[config.mk]
export PLATFORM = sky130hd
export DESIGN_NAME = vr_power_state_and_fault_control
export DESIGN_NICKNAME = d
export VERILOG_FILES = /design/src/hw/vr_ctrl_pkg.sv /design/src/hw/vr_power_state_and_fault_control.sv
export SDC_FILE = /design/constraint.sdc
export NUM_CORES = 1
export LEC_CHECK = 0
export ABC_AREA = 1
export BUFFER_PORTS_ARGS = -buffer_cell sky130_fd_sc_hd__buf_2
export CORE_MARGIN = 3
export CORE_UTILIZATION = 55
export CTS_BUF_LIST = sky130_fd_sc_hd__clkbuf_8
export CTS_CLUSTER_SIZE = 12
export DETAILED_ROUTE_END_ITERATION = 6
export MAX_ROUTING_LAYER = met4
export PLACE_DENSITY = 0.75
export SETUP_SLACK_MARGIN = 0.5
export SLEW_MARGIN = 20
export SYNTH_ARGS = -nofsm -noshare
export SYNTH_HDL_FRONTEND = slang
export SYNTH_SLANG_ARGS = --single-unit
export TNS_END_PERCENT = 5
[constraint.sdc]
create_clock -name clk -period 3.32 [get_ports clk]
set_input_delay 0.166 -clock clk [delete_from_list [all_inputs] [get_ports clk]]
set_output_delay 0.166 -clock clk [all_outputs]
set_load 0.02 [all_outputs]
[src/hw/vr_ctrl_pkg.sv]
package vr_ctrl_pkg;

  // ----------------------------------------------------------------
  // clock and timing
  // ----------------------------------------------------------------
  localparam int CLK_MHZ         = 40;
  localparam int OCP_TIMER_US    = 50;
  localparam int OCP_TIMER_CYC   = OCP_TIMER_US * CLK_MHZ;
  localparam int VID_STEP_MV     = 5;

  // ----------------------------------------------------------------
  // slew rates
  // ----------------------------------------------------------------
  localparam logic [7:0] SR_FAST_RST  = 8'h32;
  localparam logic [1:0] SR_SEL_RST   = 2'h1;
  localparam int FAST_STEP_CYC =
    (VID_STEP_MV * CLK_MHZ + int'(SR_FAST_RST) - 1) / int'(SR_FAST_RST);

  // ----------------------------------------------------------------
  // link frame layout and commands
  // ----------------------------------------------------------------
  localparam int          FRAME_BITS = 24;
  localparam logic [2:0]  FRM_START  = 3'h2;
  localparam logic [2:0]  FRM_END    = 3'h3;
  localparam logic [4:0]  CMD_VID_FAST  = 5'h01;
  localparam logic [4:0]  CMD_VID_SLOW  = 5'h02;
  localparam logic [4:0]  CMD_VID_DECAY = 5'h03;
  localparam logic [4:0]  CMD_SET_PS    = 5'h04;
  localparam logic [1:0]  ACK_OK     = 2'h0;
  localparam logic [1:0]  ACK_REJECT = 2'h1;

  // ----------------------------------------------------------------
  // power states
  // ----------------------------------------------------------------
  localparam logic [2:0] PS_NORMAL = 3'h0;
  localparam logic [2:0] PS_LOW    = 3'h1;
  localparam logic [2:0] PS_VLOW   = 3'h2;
  localparam logic [2:0] PS_ULOW   = 3'h3;
  localparam logic [2:0] PS_OFF    = 3'h4;

  // ----------------------------------------------------------------
  // boot strap decode
  // ----------------------------------------------------------------
  localparam int          STRAP_BANDS  = 17;
  localparam int          BANDS_HALF   = 9;
  localparam logic [7:0]  VID_BOOT_LO  = 8'h97;
  localparam logic [7:0]  VID_BOOT_HI  = 8'hfb;
  localparam logic [10:0] STRAP_EDGE_MV [STRAP_BANDS] = '{
    11'd102, 11'd180, 11'd258, 11'd344, 11'd438, 11'd531,
    11'd625, 11'd727, 11'd836, 11'd953, 11'd1062, 11'd1188,
    11'd1312, 11'd1445, 11'd1578, 11'd1719, 11'd1859};

  // ----------------------------------------------------------------
  // local register map
  // ----------------------------------------------------------------
  localparam logic [7:0] REG_STATUS   = 8'h00;
  localparam logic [7:0] REG_MASK     = 8'h04;
  localparam logic [7:0] REG_SR_FAST  = 8'h08;
  localparam logic [7:0] REG_SR_SEL   = 8'h0c;
  localparam logic [7:0] REG_VID_TGT  = 8'h10;
  localparam logic [7:0] REG_VID_REF  = 8'h14;
  localparam logic [7:0] REG_PSTATE   = 8'h18;
  localparam logic [7:0] REG_STRAP    = 8'h1c;
  localparam logic [7:0] REG_VOUT_MAX = 8'h20;
  localparam logic [7:0] REG_FAULT    = 8'h24;
  localparam logic [7:0] VOUT_MAX_RST = 8'hb5;
  localparam logic [3:0] MASK_RST     = 4'h0;

  localparam int EV_ACCEPT = 0;
  localparam int EV_REJECT = 1;
  localparam int EV_SETTLE = 2;
  localparam int EV_OCP    = 3;

  typedef enum logic [1:0] {
    ACK_IDLE = 2'b00,
    ACK_WAIT = 2'b01,
    ACK_BIT0 = 2'b11,
    ACK_BIT1 = 2'b10
  } ack_state_t;

endpackage

[src/hw/vr_power_state_and_fault_control.sv]
// Added by the designer: the register offsets and strobed register access.
`timescale 1ns/1ps
// Functional notes
// - five power states; first two forced ccm, next two auto ccm/dcm
// - fifth state holds output at zero, only link stays active
// - forced ccm keeps continuous current at resistor-set frequency
// - auto modes drop into pulse-frequency operation at light load
// - link uses three open-drain wires pulled up to cpu rail
// - host keeps link clock under its maximum; device follows it
// - command 01h ramps at fast rate, 02h at fast rate divided
// - command 03h moves target down with no controlled slew
// - strap below 836 mV boots 1.0 V, otherwise 1.5 V
// - strap band within each half selects bus address 0 to 8
// - boot voltage and address latched once, later strap ignored
// - lower limit starts latch-off timer; persistence shuts down
// - fast limit trip shuts down at once
// - shutdown stays latched until enable cycles low then high
// - fast slew rate readable in a read-only register
module vr_power_state_and_fault_control
  import vr_ctrl_pkg::*;
(
  input  wire logic        clk,
  input  wire logic        reset,
  input  wire logic        sclkIn,
  input  wire logic        sdioIn,
  output logic             sdioOut,
  output logic             sdioOe,
  output logic             alertOut,
  output logic             alertOe,
  input  wire logic        enablePin,
  input  wire logic        ocLowCmp,
  input  wire logic        ocFastCmp,
  input  wire logic [10:0] strapMv,
  input  wire logic [7:0]  regAddr,
  input  wire logic [7:0]  regWdata,
  input  wire logic        regWr,
  input  wire logic        regRd,
  output logic [7:0]       regRdata,
  output logic             irq,
  output logic [7:0]       vidOut,
  output logic             forcedCcm,
  output logic             autoDcm,
  output logic             outputOff,
  output logic             ocpFault
);

  // ----------------------------------------------------------------
  // functions
  // ----------------------------------------------------------------
  function automatic logic [4:0] strapBand(input logic [10:0] mv);
    logic [4:0] n;
    n = 5'h0;
    for (int i = 0; i < STRAP_BANDS; i++) begin
      if (mv >= STRAP_EDGE_MV[i]) begin
        n = n + 5'h1;
      end
    end
    return n;
  endfunction

  function automatic logic [7:0] stepLenOf(input logic [4:0] cmd,
                                           input logic [1:0] sel);
    logic [7:0] len;
    len = 8'(FAST_STEP_CYC);
    if (cmd == CMD_VID_SLOW) begin
      // widened so the /16 setting does not wrap to zero
      len = 8'(FAST_STEP_CYC << ({1'b0, sel} + 3'h1));
    end
    return len;
  endfunction

  // ----------------------------------------------------------------
  // input synchronisers
  // ----------------------------------------------------------------
  logic [4:0] syncA_r;
  logic [4:0] syncB_r;
  logic       sclkDly_r;
  logic       sclkS;
  logic       sdioS;
  logic       enS;
  logic       ocLowS;
  logic       ocFastS;

  always_ff @(posedge clk or posedge reset) begin
    if (reset) begin
      // idle level of the pulled-up link pins, no false edge
      syncA_r   <= 5'h03;
      syncB_r   <= 5'h03;
      sclkDly_r <= 1'b1;
    end else begin
      syncA_r   <= {ocFastCmp, ocLowCmp, enablePin, sdioIn, sclkIn};
      syncB_r   <= syncA_r;
      sclkDly_r <= syncB_r[0];
    end
  end

  assign sclkS   = syncB_r[0];
  assign sdioS   = syncB_r[1];
  assign enS     = syncB_r[2];
  assign ocLowS  = syncB_r[3];
  assign ocFastS = syncB_r[4];

  logic sclkRise;
  logic sclkFall;
  assign sclkRise = sclkS & ~sclkDly_r;
  assign sclkFall = ~sclkS & sclkDly_r;

  // ----------------------------------------------------------------
  // strap capture and enable tracking
  // ----------------------------------------------------------------
  logic       strapDone_r;
  logic [3:0] busAddr_r;
  logic       bootHigh_r;
  logic       enDly_r;
  logic [4:0] band;
  assign band = strapBand(strapMv);

  always_ff @(posedge clk or posedge reset) begin
    if (reset) begin
      strapDone_r <= 1'b0;
      busAddr_r   <= 4'h0;
      bootHigh_r  <= 1'b0;
    end else if (!strapDone_r) begin
      strapDone_r <= 1'b1;
      bootHigh_r  <= band >= 5'(BANDS_HALF);
      busAddr_r   <= 4'(band >= 5'(BANDS_HALF) ? band - 5'(BANDS_HALF)
                                                : band);
    end
  end

  always_ff @(posedge clk or posedge reset) begin
    if (reset) begin
      enDly_r <= 1'b0;
    end else begin
      enDly_r <= enS;
    end
  end

  // ----------------------------------------------------------------
  // link frame receive and acknowledge
  // ----------------------------------------------------------------
  logic [FRAME_BITS-1:0] shift_r;
  ack_state_t            ackState_r;
  logic [1:0]            ackCode_r;
  logic [4:0]            frmCmd;
  logic [7:0]            frmData;
  logic                  frmOk;
  logic                  accept;
  logic                  reject;
  logic [7:0]            voutMax_r;
  logic [7:0]            vidRef_r;
  logic                  faultLat_r;

  assign frmCmd  = shift_r[16:12];
  assign frmData = shift_r[11:4];
  // framed command with parity and our address
  assign frmOk = shift_r[23:21] == FRM_START && shift_r[2:0] == FRM_END
              && shift_r[20:17] == busAddr_r && strapDone_r
              && (^shift_r[20:4]) == shift_r[3]
              && ackState_r == ACK_IDLE;
  assign reject = frmOk && (faultLat_r || !enS
              || frmCmd == 5'h0 || frmCmd > CMD_SET_PS
              || (frmCmd != CMD_SET_PS && frmData > voutMax_r)
              || (frmCmd == CMD_SET_PS && frmData[7:3] != 5'h0)
              || (frmCmd == CMD_SET_PS && frmData[2:0] > PS_OFF)
              || (frmCmd == CMD_VID_DECAY && frmData > vidRef_r));
  assign accept = frmOk && !reject;

  // sampling on sync'd edges of the link clock
  always_ff @(posedge clk or posedge reset) begin
    if (reset) begin
      shift_r <= '0;
    end else if (frmOk) begin
      shift_r <= '0;
    end else if (sclkRise && ackState_r == ACK_IDLE) begin
      shift_r <= {shift_r[FRAME_BITS-2:0], sdioS};
    end
  end

  always_ff @(posedge clk or posedge reset) begin
    if (reset) begin
      ackState_r <= ACK_IDLE;
      ackCode_r  <= ACK_OK;
    end else begin
      case (ackState_r)
        ACK_IDLE: begin
          if (frmOk) begin
            ackState_r <= ACK_WAIT;
            ackCode_r  <= reject ? ACK_REJECT : ACK_OK;
          end
        end
        ACK_WAIT: if (sclkFall) ackState_r <= ACK_BIT0;
        ACK_BIT0: if (sclkFall) ackState_r <= ACK_BIT1;
        ACK_BIT1: if (sclkFall) ackState_r <= ACK_IDLE;
        default:  ackState_r <= ACK_IDLE;
      endcase
    end
  end

  // open drain: only ever pull low
  always_ff @(posedge clk or posedge reset) begin
    if (reset) begin
      sdioOut <= 1'b0;
      sdioOe  <= 1'b0;
    end else begin
      sdioOut <= 1'b0;
      sdioOe  <= (ackState_r == ACK_BIT0 && !ackCode_r[1])
              || (ackState_r == ACK_BIT1 && !ackCode_r[0]);
    end
  end

  // ----------------------------------------------------------------
  // power state and target
  // ----------------------------------------------------------------
  logic [2:0] pState_r;
  logic [7:0] vidTgt_r;
  logic [7:0] stepLen_r;
  logic [7:0] stepCnt_r;
  logic [1:0] srSel_r;
  logic       ramping_r;
  logic       settle;

  always_ff @(posedge clk or posedge reset) begin
    if (reset) begin
      pState_r <= PS_NORMAL;
    end else if (!enS) begin
      pState_r <= PS_NORMAL;
    end else if (accept && frmCmd == CMD_SET_PS) begin
      pState_r <= frmData[2:0];
    end
  end

  always_ff @(posedge clk or posedge reset) begin
    if (reset) begin
      vidTgt_r  <= 8'h0;
      stepLen_r <= 8'(FAST_STEP_CYC);
    end else if (!enS || faultLat_r) begin
      vidTgt_r  <= 8'h0;
    end else if (enS && !enDly_r) begin
      vidTgt_r  <= bootHigh_r ? VID_BOOT_HI : VID_BOOT_LO;
      stepLen_r <= 8'(FAST_STEP_CYC);
    end else if (accept && frmCmd != CMD_SET_PS) begin
      vidTgt_r  <= frmData;
      stepLen_r <= stepLenOf(frmCmd, srSel_r);
    end
  end

  always_ff @(posedge clk or posedge reset) begin
    if (reset) begin
      vidRef_r  <= 8'h0;
      stepCnt_r <= 8'h0;
      ramping_r <= 1'b0;
    end else if (!enS || faultLat_r) begin
      vidRef_r  <= 8'h0;
      stepCnt_r <= 8'h0;
      ramping_r <= 1'b0;
    end else if (accept && frmCmd == CMD_VID_DECAY) begin
      vidRef_r  <= frmData;
      ramping_r <= 1'b0;
    end else if (vidRef_r != vidTgt_r) begin
      ramping_r <= 1'b1;
      if (stepCnt_r == 8'h0) begin
        stepCnt_r <= stepLen_r - 8'h1;
        vidRef_r  <= vidRef_r < vidTgt_r ? vidRef_r + 8'h1
                                         : vidRef_r - 8'h1;
      end else begin
        stepCnt_r <= stepCnt_r - 8'h1;
      end
    end else begin
      stepCnt_r <= 8'h0;
      ramping_r <= 1'b0;
    end
  end

  assign settle = ramping_r && vidRef_r == vidTgt_r;

  always_ff @(posedge clk or posedge reset) begin
    if (reset) begin
      forcedCcm <= 1'b1;
      autoDcm   <= 1'b0;
      outputOff <= 1'b1;
      vidOut    <= 8'h0;
    end else begin
      forcedCcm <= pState_r == PS_NORMAL || pState_r == PS_LOW;
      autoDcm   <= pState_r == PS_VLOW || pState_r == PS_ULOW;
      // zero output in the off state
      outputOff <= pState_r == PS_OFF || faultLat_r || !enS;
      vidOut    <= (pState_r == PS_OFF) ? 8'h0 : vidRef_r;
    end
  end

  // ----------------------------------------------------------------
  // overcurrent
  // ----------------------------------------------------------------
  logic [11:0] ocTimer_r;
  logic        ocTrip;

  assign ocTrip = enS && !faultLat_r && (ocFastS
               || (ocLowS && ocTimer_r == 12'(OCP_TIMER_CYC - 1)));

  always_ff @(posedge clk or posedge reset) begin
    if (reset) begin
      ocTimer_r <= 12'h0;
    end else if (!ocLowS || faultLat_r || !enS) begin
      ocTimer_r <= 12'h0;
    end else begin
      ocTimer_r <= ocTimer_r + 12'h1;
    end
  end

  // fast or timer trip; held until enable low
  always_ff @(posedge clk or posedge reset) begin
    if (reset) begin
      faultLat_r <= 1'b0;
    end else if (!enS) begin
      faultLat_r <= 1'b0;
    end else if (ocTrip) begin
      faultLat_r <= 1'b1;
    end
  end

  assign ocpFault = faultLat_r;

  // ----------------------------------------------------------------
  // registers and interrupt
  // ----------------------------------------------------------------
  logic [3:0] status_r;
  logic [3:0] mask_r;
  logic [3:0] events;
  assign events = {ocTrip, settle, reject, accept};

  always_ff @(posedge clk or posedge reset) begin
    if (reset) begin
      mask_r    <= MASK_RST;
      srSel_r   <= SR_SEL_RST;
      voutMax_r <= VOUT_MAX_RST;
    end else if (regWr) begin
      if (regAddr == REG_MASK)     mask_r    <= regWdata[3:0];
      if (regAddr == REG_SR_SEL)   srSel_r   <= regWdata[1:0];
      if (regAddr == REG_VOUT_MAX) voutMax_r <= regWdata;
    end
  end

  // read clears; a same-cycle event wins
  always_ff @(posedge clk or posedge reset) begin
    if (reset) begin
      status_r <= 4'h0;
    end else begin
      status_r <= (regRd && regAddr == REG_STATUS ? 4'h0 : status_r)
                | events;
    end
  end

  always_ff @(posedge clk or posedge reset) begin
    if (reset) begin
      regRdata <= 8'h0;
    end else if (regRd) begin
      case (regAddr)
        REG_STATUS:   regRdata <= {4'h0, status_r};
        REG_MASK:     regRdata <= {4'h0, mask_r};
        REG_SR_FAST:  regRdata <= SR_FAST_RST;
        REG_SR_SEL:   regRdata <= {6'h0, srSel_r};
        REG_VID_TGT:  regRdata <= vidTgt_r;
        REG_VID_REF:  regRdata <= vidRef_r;
        REG_PSTATE:   regRdata <= {5'h0, pState_r};
        REG_STRAP:    regRdata <= {3'h0, bootHigh_r, busAddr_r};
        REG_VOUT_MAX: regRdata <= voutMax_r;
        REG_FAULT:    regRdata <= {7'h0, faultLat_r};
        default:      regRdata <= 8'h0;
      endcase
    end else begin
      regRdata <= 8'h0;
    end
  end

  always_ff @(posedge clk or posedge reset) begin
    if (reset) begin
      irq      <= 1'b0;
      alertOut <= 1'b0;
      alertOe  <= 1'b0;
    end else begin
      irq      <= |(status_r & mask_r);
      alertOut <= 1'b0;
      alertOe  <= status_r[EV_SETTLE] | status_r[EV_OCP];
    end
  end
endmodule
* Word-level counts from Yosys, hierarchy flattened
Index checks and enable logic that the tools add are counted.
Operators by class: reductions and logical operators 65, shifts and indexed selects 1, mux-type cells 54, multipliers 0, divide/modulo/power cells 0, bitwise gates (word level) 8, magnitude comparators 23, equality and inequality tests 34, add/sub/neg operators 23
Operators with widths (count):
- two-way mux 8 bit | 17
- adder 5 x 1 -> 5 bit (second input constant) | 16
- two-way mux 5 bit | 16
- case mux 8 bit (10 select lines) | 1
- greater-or-equal comparator 11 bit (second input constant) | 7
- greater-or-equal comparator 11 x 10 -> 1 bit (second input constant) | 5
- two-way mux 24 bit | 2
- greater-or-equal comparator 11 x 9 -> 1 bit (second input constant) | 3
- == test 8 x 5 -> 1 bit (second input constant) | 4
- subtractor 8 x 1 -> 8 bit (second input constant) | 3
- logical AND 1 bit | 23
- parity 17 bit | 1
- == test 8 x 4 -> 1 bit (second input constant) | 2
- == test 8 x 6 -> 1 bit (second input constant) | 2
- greater-than comparator 8 bit | 2
- logical NOT 8 bit | 2
- logical OR 1 bit | 15
- adder 12 x 1 -> 12 bit (second input constant) | 1
- == test 12 x 11 -> 1 bit (second input constant) | 1
- == test 3 x 2 -> 1 bit (second input constant) | 4
- two-way mux 12 bit | 1
- AND reduction 2 bit | 6
- greater-or-equal comparator 11 x 7 -> 1 bit (second input constant) | 1
- greater-or-equal comparator 11 x 8 -> 1 bit (second input constant) | 1
- other kinds (42) | 72
Word-level totals: memory bits (writable) 0, latch bits 0, memory bits (read-only) 0, output and inout bits 25, memories kept 0, register bits after elaboration 135

* Depth between registers and ports, before layout
Gate-level depths: netlist of run 1.
depth in word-level cells 36, depth in mapped cells 70, gate-level depth less buffers 69

* Worst setup path after synthesis of run 1
OpenSTA, ideal clock, no wires.
kind in2reg, start in strapMv[8], end reg busAddr_r[2], setup slack -5.474 ns, stages 69, data arrival time 8.677 ns, data required time 3.203 ns, buffers on the path 1, cells stage by stage buf_2 > inv_1 > nand2_1 > nor2_1 > nand3_1 > nand3_1 > inv_1 > ha_1 > inv_1 > nand3_1 > nand2_2 > inv_1 > ha_1 > nand2_1 > nand2_1 > ha_1 > or2_1 > nand2_1 > [33 not listed] > nand3_1 > nand2_2 > inv_1 > ha_1 > or2_2 > a21boi_2 > ha_1 > nand2_1 > nand2_1 > inv_1 > ha_1 > nand3b_1 > nand3_2 > nand2_2 > nand2_1 > nand2_1 > nand2_1 > nand2_1
Between the ends: cells in the longest elaborated chain, start to end 36, elaborated cells between the ends (all ways) 53, those cells by class 17 x add/sub; 18 x order compare; 18 x mux
RTL lines:
- start, declared | RTL line vr_power_state_and_fault_control.sv:33 | input wire logic [10:0] strapMv,
- greater-or-equal comparator 11 x 7 -> 1 bit | RTL line vr_power_state_and_fault_control.sv:54 | if (mv >= STRAP_EDGE_MV[i]) begin
- two-way mux 1 bit | RTL line vr_power_state_and_fault_control.sv:54
- adder 5 x 1 -> 5 bit | RTL line vr_power_state_and_fault_control.sv:55 | n = n + 5'h1;
- two-way mux 5 bit | RTL line vr_power_state_and_fault_control.sv:54
- adder 5 x 1 -> 5 bit | RTL line vr_power_state_and_fault_control.sv:55
- two-way mux 5 bit | RTL line vr_power_state_and_fault_control.sv:54
- adder 5 x 1 -> 5 bit | RTL line vr_power_state_and_fault_control.sv:55
- two-way mux 5 bit | RTL line vr_power_state_and_fault_control.sv:54
- [20 not listed]
- adder 5 x 1 -> 5 bit | RTL line vr_power_state_and_fault_control.sv:55
- two-way mux 5 bit | RTL line vr_power_state_and_fault_control.sv:54
- adder 5 x 1 -> 5 bit | RTL line vr_power_state_and_fault_control.sv:55
- two-way mux 5 bit | RTL line vr_power_state_and_fault_control.sv:54
- adder 5 x 1 -> 5 bit | RTL line vr_power_state_and_fault_control.sv:55
- two-way mux 5 bit (*) | RTL line vr_power_state_and_fault_control.sv:54
- subtractor 4 bit / greater-or-equal comparator 5 x 4 -> 1 bit (equally long branches) | RTL line vr_power_state_and_fault_control.sv:126 | busAddr_r <= 4'(band >= 5'(BANDS_HALF) ? band - 5'(BANDS_HALF)
- two-way mux 4 bit (*) | RTL line vr_power_state_and_fault_control.sv:126
- end signal, assigned | RTL line vr_power_state_and_fault_control.sv:126
- end, declared | RTL line vr_power_state_and_fault_control.sv:112 | logic [3:0] busAddr_r;
Mark *: on every way between the ends. The rest lies on a longest branch, timed or not. A chain may end at the register's enable or synchronous reset.

* Final worst setup path of run 1
start in strapMv[9], end reg busAddr_r[0]
The elaborated chain is that of the path after synthesis.

==> results by group, run 1 <==
Power and ir drop
  – Logic pwr share: between 60% and 70%
  – Sw Share: between 40 and 50%
  – Power per cell area: roughly 640 nW/um^2
  – Switch Pwr: 3870 uW
  – Leak Pwr: between 0.007 and 0.008 uW
  – Sequential Power Share: 23.5%
  – Max VDD drop: 463 uV
  – Clk pwr share: between 10% and 20%
  – Internal: approximately 4700 uW

Global routing
  – First-pass GRT wire length: 46.0 mm
  – Largest net degree at the start of global routing: 45
  – Initial antenna violation count: 0
  – Gr usage total: approximately 31%
  – Vias in the first global route: 9952
  – GRT overflow: 0

Clocking
  – Clk sinks: around 130
  – CTS Buffer Depth: 2
  – H-tree depth: 4
  – TritonCTS clock tree: done
  – CTS buffer count: 17
  – Root Buffer: clkbuf_8
  – Skew-Pair Late Insertion Delay: about 0.46 ns
  – Worst-path clk slew: roughly 0.08 ns

Floorplanning
  – IO Pins: between 60 and 70
  – FP Rows: between 40 and 50
  – Area of the core: around 17000 um^2
  – Chip Height: approximately 140 um
  – Initial Util: a little under three fifths
  – Die area: ~19000 um^2
  – Die Wd: around 140 um

Worst setup path
  – WP data required: 3.67 ns
  – Register-to-register setup slack: 0.13 ns
  – Setup crit end kind: register
  – Crit path arrival time: ~8 ns
  – Worst-path fanout max: 5
  – Critical path launch point type: primary input
  – Worst path max stage delay: around 0.28 ns
  – Critical Path Slowest Stage Cell: ha_1
  – Worst-case reg-to-reg path depth: 15
  – Path type of the worst setup path: primary input to register

Synthesis
  – Area leader, netlist: dfrtp_1
  – Post-synth EDFFs: 0
  – Syn. warnings: 0
  – Post-Syn Area: 9540 um^2
  – Synthesized instance count: 1349
  – Synth area leaders: dfrtp_1 (31%), nand2_1 (11%), inv_1 (9.9%)
  – Share of Yosys cell area claimed by the top area cell type: a little under a third
  – Synth unique cells: 52
  – Yosys reg bits: roughly 130
  – Top cells by count, synth: nand2_1 (275), inv_1 (252), nor2_1 (144)
  – Async S/R FF share, synth: 100%
  – Most numerous cell in the Yosys netlist: nand2_1
  – Register area share after synthesis: about a third
  – Post-Syn Area per Cell: 7.07 um^2
  – Ys flop type: dfrtp_1

Drt
  – Met3 Routed Length: between 1.5 and 2 mm
  – Met2 WL post-DR: around 16 mm
  – Uppermost layer routed: met4
  – Initial DRC Count: ~800
  – WL final: between 30 and 40 mm
  – Wirelength per Cell: between 15 and 20 um
  – Final ANT Viol Nets: 0
  – DRT Pass-1 Iters: 5
  – Vias per std cell: roughly 5.6
  – Wl on met1: between 10 and 15 mm
  – Vias: 10.5k
  – DRC: 0

Min path
  – Worst Hold Path Cells: 3
  – Worst Hold Class: primary input to register

Place
  – Cell Area, Placed: approximately 11000 um^2
  – Dpl hpwl: between 15 and 20 mm
  – Pre-CTS setup slack: -4.76 ns
  – Port Buffers: 58
  – Routability cong.: between 0.9 and 1
  – Placed Cells: between 1.5k and 2k

Layout
  – Layout cell share with drive strength beyond 1: 36.5%
  – Nets: ~1.8k
  – Fin area: roughly 14000 um^2
  – N_diodes: 0
  – Layout area overhead: 41.9%
  – Final Non-Filler Cells: 1892

Timing
  – FMAX: roughly 130 MHz
  – Final hold vios: 0
  – Part of the cycle the worst path needs: 229%
  – RSZ-0062 raised after global routing: yes
  – Clock Skew: ~0.012 ns
  – Final TNS setup: -21.26 ns
  – Slew @ Worst Pin: roughly 0.94 ns
  – Final setup violation count: 5
  – Relative slew slack: 37.1%
  – Max Slew Vio Count: 0
  – Fin worst setup slack: -4.28 ns
  – Final min period: 7.60 ns

Status
  – Run status: complete, but fails checks
  – Failing checks: negative setup slack

Run
  – Max-cap check violation count: 0
## final cells by class
type,count,area [um^2]
sequential,132,3320
clock inverter,15,144
multi-input combinational,935,6190
inverter,267,1040
clock buffer,17,234
timing repair buffer,306,2330
tap,220,275
fill,1104,3230
## metrics by stage
step	utilization [%]	hold slack (ns)	power, uW
after floorplan	-	0.170	4700
after global placement	68.5	0.273	5710
after detailed placement	68.5	0.276	5830
after CTS	75.7	0.0408	7600
after global routing	80.7	0.0714	9230
final	80.7	0.0675	8620
## metal layers
metal	track usage, %	vias up
li1	-	4964
met4	13.6	0
met2	52.5	457
met1	36.4	4987
met3	4.60	136
met5	-	-
## layout by cell type (no fill, tap or decap), drive strengths merged, types with 18 or more instances in the layout
cell type	n
dfrtp	118
a21oi	45
xnor2	22
a31oi	20
nand3	126
o21ai	83
ha	55
inv	271
clkbuf	18
buf	290
nand2	314
nor2	153
## sequential cells by signal, indices dropped and copies added, names as in the netlist, 2 cells and up
signal / count
ackState_r: 2
busAddr_r: 4
mask_r: 4
ocTimer_r: 12
pState_r: 3
regRdata: 8
shift_r: 24
srSel_r: 2
status_r: 4
stepCnt_r: 8
stepLen_r: 6
syncA_r: 5
syncB_r: 5
vidOut: 8
vidRef_r: 8
vidTgt_r: 8
voutMax_r: 8
## worst max-delay path: cells and delay by family
kind | cells | cell delay (ns)
AND/OR/NAND/NOR | 41 | 3.55
buffers and inverters | 30 | 3.13
adder cells (fa/ha/maj) | 4 | 0.97
AO/OA/AOI/OAI | 1 | 0.09
## worst paths after layout
check                             from      endpoint
setup / recovery            strapMv[9]  busAddr_r[0]
hold / removal                   regWr    srSel_r[0]
setup reg to reg           shift_r[12]   shift_r[14]
hold reg to reg             syncA_r[2]    syncB_r[2]
max in group asynchronous        reset  voutMax_r[0]
min in group asynchronous        reset     vidOut[3]
## repair_timing
action                                 in CTS  in global routing
setup buffers                              48                  9
endpoints found under the hold margin      48                  0
pin swaps                                  69                103
resized for setup                          84                208
setup endpoints to repair                  53                 58
hold buffers                               15                  0
## cell families (layout without fill, tap and decap cells)
kind of cell | after synthesis | after routing | synth area share, %
xor+xnor | 37 | 37 | 3.40
flops | 132 | 132 | 34.8
other cells | 2 | 3 | 0.0787
compound gates | 194 | 194 | 12.0
simple gates | 645 | 645 | 30.9
fa+ha+maj | 56 | 56 | 7.43
buf+inv | 283 | 605 | 11.3
## power by group through the flow
| stage | Clock (uW) | Sequential [uW] | Combinational, uW |
|---|---|---|---|
| 6_report | 1310 | 2030 | 5270 |
| 3_3_place_gp | 0 | 2030 | 3680 |
| 2_1_floorplan | 0 | 2020 | 2680 |
| 3_5_place_dp | 0 | 2030 | 3800 |
| 5_1_grt | 1400 | 2050 | 5790 |
| 4_1_cts | 1330 | 2010 | 4260 |
(Power assumes the default switching activity.)
==> inputs of run 2 (changes only) <==
--- a/config.mk
+++ b/config.mk
@@ -5,7 +5,6 @@
 export SDC_FILE = /design/constraint.sdc
 export NUM_CORES = 1
 export LEC_CHECK = 0
-export ABC_AREA = 1
 export BUFFER_PORTS_ARGS = -buffer_cell sky130_fd_sc_hd__buf_2
 export CORE_MARGIN = 3
 export CORE_UTILIZATION = 55
@@ -14,7 +13,6 @@
 export DETAILED_ROUTE_END_ITERATION = 6
 export MAX_ROUTING_LAYER = met4
 export PLACE_DENSITY = 0.75
-export SETUP_SLACK_MARGIN = 0.5
 export SLEW_MARGIN = 20
 export SYNTH_ARGS = -nofsm -noshare
 export SYNTH_HDL_FRONTEND = slang
==> results by group, run 2 <==
Status
  – Run status: complete, but fails checks
  – Failing checks: negative setup slack

Drt
  – Initial DRC Count: 667
  – Vias: 9483
  – Wirelength per Cell: around 17 um
  – Vias per std cell: roughly 5.9
  – WL final: about 28 mm
  – Final ANT Viol Nets: 0
  – DRC: 0
  – DRT Pass-1 Iters: 6

Synthesis
  – Share of Yosys cell area claimed by the top area cell type: between 30% and 40%
  – Yosys reg bits: 132
  – Top cells by count, synth: nor2_1 (137), dfrtp_1 (118), nand2_1 (72)
  – Synthesized instance count: ~1.1k
  – Post-Syn Area: ~9700 um^2
  – Most numerous cell in the Yosys netlist: nor2_1
  – Ys flop type: dfrtp_1
  – Synth unique cells: about 100
  – Syn. warnings: 0
  – Area leader, netlist: dfrtp_1
  – Async S/R FF share, synth: 100%
  – Register area share after synthesis: between 30% and 40%
  – Post-Syn Area per Cell: between 9 and 10 um^2
  – Synth area leaders: dfrtp_1 (31%), ha_1 (7.1%), nor2_1 (5.3%)
  – Post-synth EDFFs: 0

Floorplanning
  – Area of the core: 16900 um^2
  – Die Wd: 139 um
  – Initial Util: between 50% and 60%
  – FP Rows: 47
  – Die area: roughly 19000 um^2
  – Chip Height: about 140 um
  – IO Pins: 61

Layout
  – Nets: about 1.5k
  – Most flop-heavy register: shift_r
  – Fin area: around 13000 um^2
  – Number of fill cells: 1183
  – N_diodes: 0
  – Top flop regs: shift_r: 24 flops, ocTimer_r: 12 flops
  – Most frequent cells in the layout: buf_4 (237), nor2_1 (129), dfrtp_1 (118), nand2_1 (70), buf_2 (58)
  – Finished Core Util: approximately 75%
  – Max reg flops: 24
  – Layout area overhead: 31.3%
  – Layout cell share with drive strength beyond 1: between 30% and 40%
  – Most common cell after layout, fill and taps aside: buf_4

Clocking
  – Worst-path clk slew: roughly 0.08 ns
  – TritonCTS clock tree: done
  – CTS Buffer Depth: 2
  – H-tree depth: 4
  – Root Buffer: clkbuf_8
  – Clk sinks: approximately 130
  – CTS buffer count: 17
  – Skew-Pair Late Insertion Delay: around 0.46 ns

Place
  – Routability cong.: between 1 and 1.5
  – Pre-CTS setup slack: -5.99 ns
  – Cell Area, Placed: about 12000 um^2
  – Dpl hpwl: about 21 mm
  – Port Buffers: slightly below 60

Worst setup path
  – Setup crit end kind: register
  – Critical Path Slowest Stage Cell: or3_4
  – Path type of the worst setup path: primary input to register
  – Critical path launch point type: primary input
  – WP buf/inv: 2
  – Worst-path fanout max: 3
  – WP data required: ~3.7 ns
  – Crit path max-delay family: compound AO/OA/AOI/OAI gates
  – Crit path arrival time: roughly 9 ns
  – Worst path max stage delay: 0.40 ns
  – Most frequent CP cell: ha_1

Global routing
  – First-pass GRT wire length: 44.9 mm
  – Initial antenna violation count: 0
  – Vias in the first global route: around 9k
  – GRT overflow: 0
  – Gr usage total: between 20% and 30%
  – Largest net degree at the start of global routing: 46

Timing
  – Part of the cycle the worst path needs: 266%
  – Relative slew slack: 48.5%
  – Final setup violation count: 5
  – Slew @ Worst Pin: roughly 0.77 ns
  – FMAX: roughly 110 MHz
  – Final min period: just under 9 ns
  – Hold_ws: between 0.02 and 0.03 ns
  – Final hold vios: 0
  – Clock Skew: 0.0157 ns
  – RSZ-0062 raised after global routing: yes
  – Max Slew Vio Count: 0
  – Fin worst setup slack: -5.51 ns

Power and ir drop
  – Sequential Power Share: 24.1%
  – Max VDD drop: around 480 uV
  – Clk pwr share: 16.6%
  – Sw Share: 40.0%
  – Leak Pwr: between 0.005 and 0.006 uW
  – Power per cell area: about 670 nW/um^2
  – Switch Pwr: 3420 uW
  – Internal: ~5100 uW
  – Logic pwr share: around three fifths
  – Tot Pwr: between 8000 and 9000 uW

Min path
  – Worst Hold Class: primary input to register

Run
  – Max-cap check violation count: 0
[run 2: cell types whose count changed after synthesis, moves of 23 or more]
cell,change
mux2i_1,+36
inv_1,-195
a211oi_1,+25
nand3_1,-89
o21ai_0,-38
nand2_2,-31
xnor2_1,+23
nand2_1,-203
[run 2: worst register-to-register path: stages (launching register included)]
cell	delay, ns
dfrtp_1	0.39
inv_1	0.05
ha_1	0.29
nor2b_1	0.13
o21ai_0	0.16
nand2b_1	0.09
a21oi_1	0.14
o21ai_1	0.09
ha_1	0.29
a21o_1	0.19
a21o_1	0.20
a21o_1	0.20
a21oi_2	0.15
o21bai_1	0.08
a21oi_1	0.16
xnor2_1	0.14
nand2_1	0.09
xnor2_1	0.14
a211oi_1	0.23
[run 2: logic make-up (layout without fill, tap and decap cells)]
group	Yosys count	in the layout	synth area share, %
AOI/OAI and AO/OA	265	265	20.0
xor gates and xnor gates	76	76	7.85
other	2	3	0.0777
buffers and inverters	94	400	3.96
adders and majority gates	57	57	7.44
muxes	57	57	6.22
and+or+nand+nor	387	387	20.1
DFF	132	132	34.4
[run 2: metrics by stage]
step	instances	setup TNS (ns)
3_3_place_gp	1529	-27.78
2_1_floorplan	1071	-29.36
4_1_cts	1593	-26.40
5_1_grt	1597	-31.59
3_5_place_dp	1529	-29.55
6_report	1597	-27.31
[run 2: timing repair]
item                                    CTS  global route
endpoints found under the setup margin   12            38
gates resized for setup                   9            30
cloned                                    0             0
buffers inserted                         19             4
pin swaps                                26            34
hold buffers                             13             0
hold endpoints to repair                 30             0
[run 2: power by group through the flow]
stage | Sequential, uW | Clock, uW | Combinational (uW)
finish | 2060 | 1420 | 5080
CTS | 2050 | 1440 | 4820
detailed placement | 2070 | 0 | 4530
floorplan | 2080 | 0 | 2940
global route | 2080 | 1510 | 5560
global placement | 2070 | 0 | 4430
[run 2: final cells by class]
| class | count | area, um^2 | area share, % |
|---|---|---|---|
| clock buffer | 19 | 262 | 2.06 |
| clock inverter | 13 | 160 | 1.26 |
| inverter | 58 | 223 | 1.76 |
| multi-input combinational | 845 | 6210 | 49.0 |
| sequential | 132 | 3320 | 26.2 |
| tap | 220 | 275 | 2.17 |
| timing repair buffer | 310 | 2230 | 17.6 |
[run 2: per-layer routing]
metal / global-route usage (%) / share of wire, % / up-vias
li1: - / - / 4495
met1: 36.2 / 42 / 4589
met2: 48.3 / 49 / 322
met4: 11.3 / 3.7 / 0
met3: 4.21 / 5.5 / 77
met5: - / 0 / -
[run 2: final timing paths]
kind / start / cells after the start / to / slack, ns
worst max-delay path: strapMv[10] / 48 / busAddr_r[2] / -5.51
worst min-delay path: regWdata[5] / 2 / voutMax_r[5] / 0.03
worst max register to register: vidTgt_r[1] / 18 / vidRef_r[7] / 0.01
worst min register to register: syncA_r[3] / 0 / syncB_r[3] / 0.35
max in group asynchronous: reset / 4 / voutMax_r[2] / 2.20
min in group asynchronous: reset / 3 / vidRef_r[0] / 0.25
==> inputs of run 3 (changes only) <==
--- a/config.mk
+++ b/config.mk
@@ -13,8 +13,8 @@
 export DETAILED_ROUTE_END_ITERATION = 6
 export MAX_ROUTING_LAYER = met4
 export PLACE_DENSITY = 0.75
-export SLEW_MARGIN = 20
+export SKIP_CTS_REPAIR_TIMING = 1
+export SLEW_MARGIN = 30
 export SYNTH_ARGS = -nofsm -noshare
 export SYNTH_HDL_FRONTEND = slang
 export SYNTH_SLANG_ARGS = --single-unit
-export TNS_END_PERCENT = 5
==> results by group, run 3 (synthesized netlist as in run 2, its figures left out) <==
Status
  – Run status: complete, but fails checks
  – Failing checks: design-rule violations, negative setup slack

Timing
  – Relative slew slack: 50.7%
  – Hold_ws: between 0.1 and 0.15 ns
  – Fin worst setup slack: -5.55 ns
  – Max Slew Vio Count: 0
  – Slew @ Worst Pin: 0.734 ns
  – Final hold vios: 0
  – RSZ-0062 raised after global routing: yes
  – Final setup violation count: 5
  – Part of the cycle the worst path needs: 267%
  – Final min period: slightly below 9 ns
  – FMAX: 113 MHz
  – Clock Skew: approximately 0.012 ns

Power and ir drop
  – Power per cell area: between 600 and 700 nW/um^2
  – Leak Pwr: approximately 0.006 uW
  – Max VDD drop: 465 uV

Layout
  – N_diodes: 0
  – Layout cell share with drive strength beyond 1: between 30% and 40%
  – Max reg flops: 24
  – Most flop-heavy register: shift_r
  – Fin area: between 10000 and 15000 um^2
  – Most common cell after layout, fill and taps aside: buf_4
  – Top flop regs: shift_r: 24 flops, ocTimer_r: 12 flops
  – Most frequent cells in the layout: buf_4 (239), nor2_1 (132), dfrtp_1 (118), nand2_1 (71), inv_1 (57)
  – Layout area overhead: 32.3%
  – Nets: 1459

Run
  – Max-cap check violation count: 0

Floorplanning
  – FP Rows: 47
  – Die Wd: roughly 140 um
  – Die area: 19200 um^2
  – Chip Height: about 140 um
  – Area of the core: ~17000 um^2
  – IO Pins: 61
  – Initial Util: between 50% and 60%

Drt
  – Wl on met1: between 10 and 15 mm
  – Initial DRC Count: ~820
  – Met2 WL post-DR: between 10 and 15 mm
  – WL final: about 28 mm
  – Vias per std cell: ~5.9
  – DRC: 1
  – Vias: around 9.5k
  – Uppermost layer routed: met4
  – DRT Pass-1 Iters: 7
  – Met3 Routed Length: 1.37 mm
  – Wirelength per Cell: between 15 and 20 um
  – Final ANT Viol Nets: 0

Clocking
  – Worst-path clk slew: 0.07 ns
  – CTS Buffer Depth: 2
  – TritonCTS clock tree: done
  – H-tree depth: 4
  – Clk sinks: about 130
  – Root Buffer: clkbuf_8
  – CTS buffer count: 17
  – Skew-Pair Late Insertion Delay: between 0.4 and 0.5 ns

Worst setup path
  – Critical Path Slowest Stage Cell: a222oi_1
  – Crit path arrival time: ~9 ns
  – Setup crit end kind: register
  – Path type of the worst setup path: primary input to register
  – Most frequent CP cell: ha_1
  – Worst path max stage delay: 0.42 ns
  – WP data required: around 3.7 ns
  – Worst-path fanout max: 4
  – Setup crit start: strapMv[7]
  – Critical path launch point type: primary input
  – R2r startpoint: vidTgt_r[5]

Min path
  – HP Start: regWr
  – Worst Hold Class: primary input to register

Global routing
  – First-pass GRT wire length: between 40 and 50 mm
  – Initial antenna violation count: 0
  – Gr usage total: around 29%
  – Largest net degree at the start of global routing: approximately 60
  – Vias in the first global route: between 9k and 10k
  – GRT overflow: 0

Place
  – Cell Area, Placed: about 12000 um^2
  – Port Buffers: 58
  – Dpl hpwl: about 21 mm
  – Routability cong.: 1.01
## run 3: where the power goes
| group | switching, uW | total (uW) | leakage (uW) | internal (uW) |
|---|---|---|---|---|
| combinational | 2540 | 5200 | 0.00405 | 2660 |
| sequential | 251 | 2080 | 0.00171 | 1830 |
| clock | 647 | 1480 | 0.000214 | 834 |
## run 3: worst paths after layout
path                                 end  slack (ns)  cells after the start
max                         busAddr_r[2]       -5.55                     47
min                           srSel_r[0]        0.11                      3
max reg2reg                  vidRef_r[7]        0.06                     17
min reg2reg                   syncB_r[4]        0.35                      0
max in group asynchronous   stepLen_r[2]        2.43                      4
min in group asynchronous  ackState_r[1]        0.20                      3
## run 3: metrics by stage
step	util (%)	instances	power (uW)	setup TNS, ns	setup WS (ns)
6_report	75.7	1600	8770	-27.38	-5.55
5_1_grt	75.7	1600	9330	-29.86	-5.98
4_1_cts	73.1	1576	8400	-27.90	-5.61
3_5_place_dp	70.5	1544	6880	-29.68	-6.02
3_3_place_gp	70.4	1544	6710	-27.73	-5.62
2_1_floorplan	-	1071	5030	-28.05	-5.65
## run 3: area by class of cell
type	count	area [um^2]
clock buffers	18	248
clock inverters	14	189
fillers	1162	4100
inverters	58	223
multi-input cells	845	6240
flip-flops and latches	132	3320
well taps	220	275
repair buffers	313	2280
## run 3: metal layers
metal / GRT usage, % / vias to the layer above
met4: 10.8 / 0
met1: 35.1 / 4597
met2: 49.5 / 320
met5: - / -
li1: - / 4494
met3: 4.32 / 93
## run 3: worst max-delay path, delay by kind of cell
kind	cells	cell delay, ns
compound gates	15	2.95
mux	3	0.53
xor+xnor	6	0.95
simple gates	11	1.53
fa+ha+maj	10	2.90
buf+inv	2	0.19
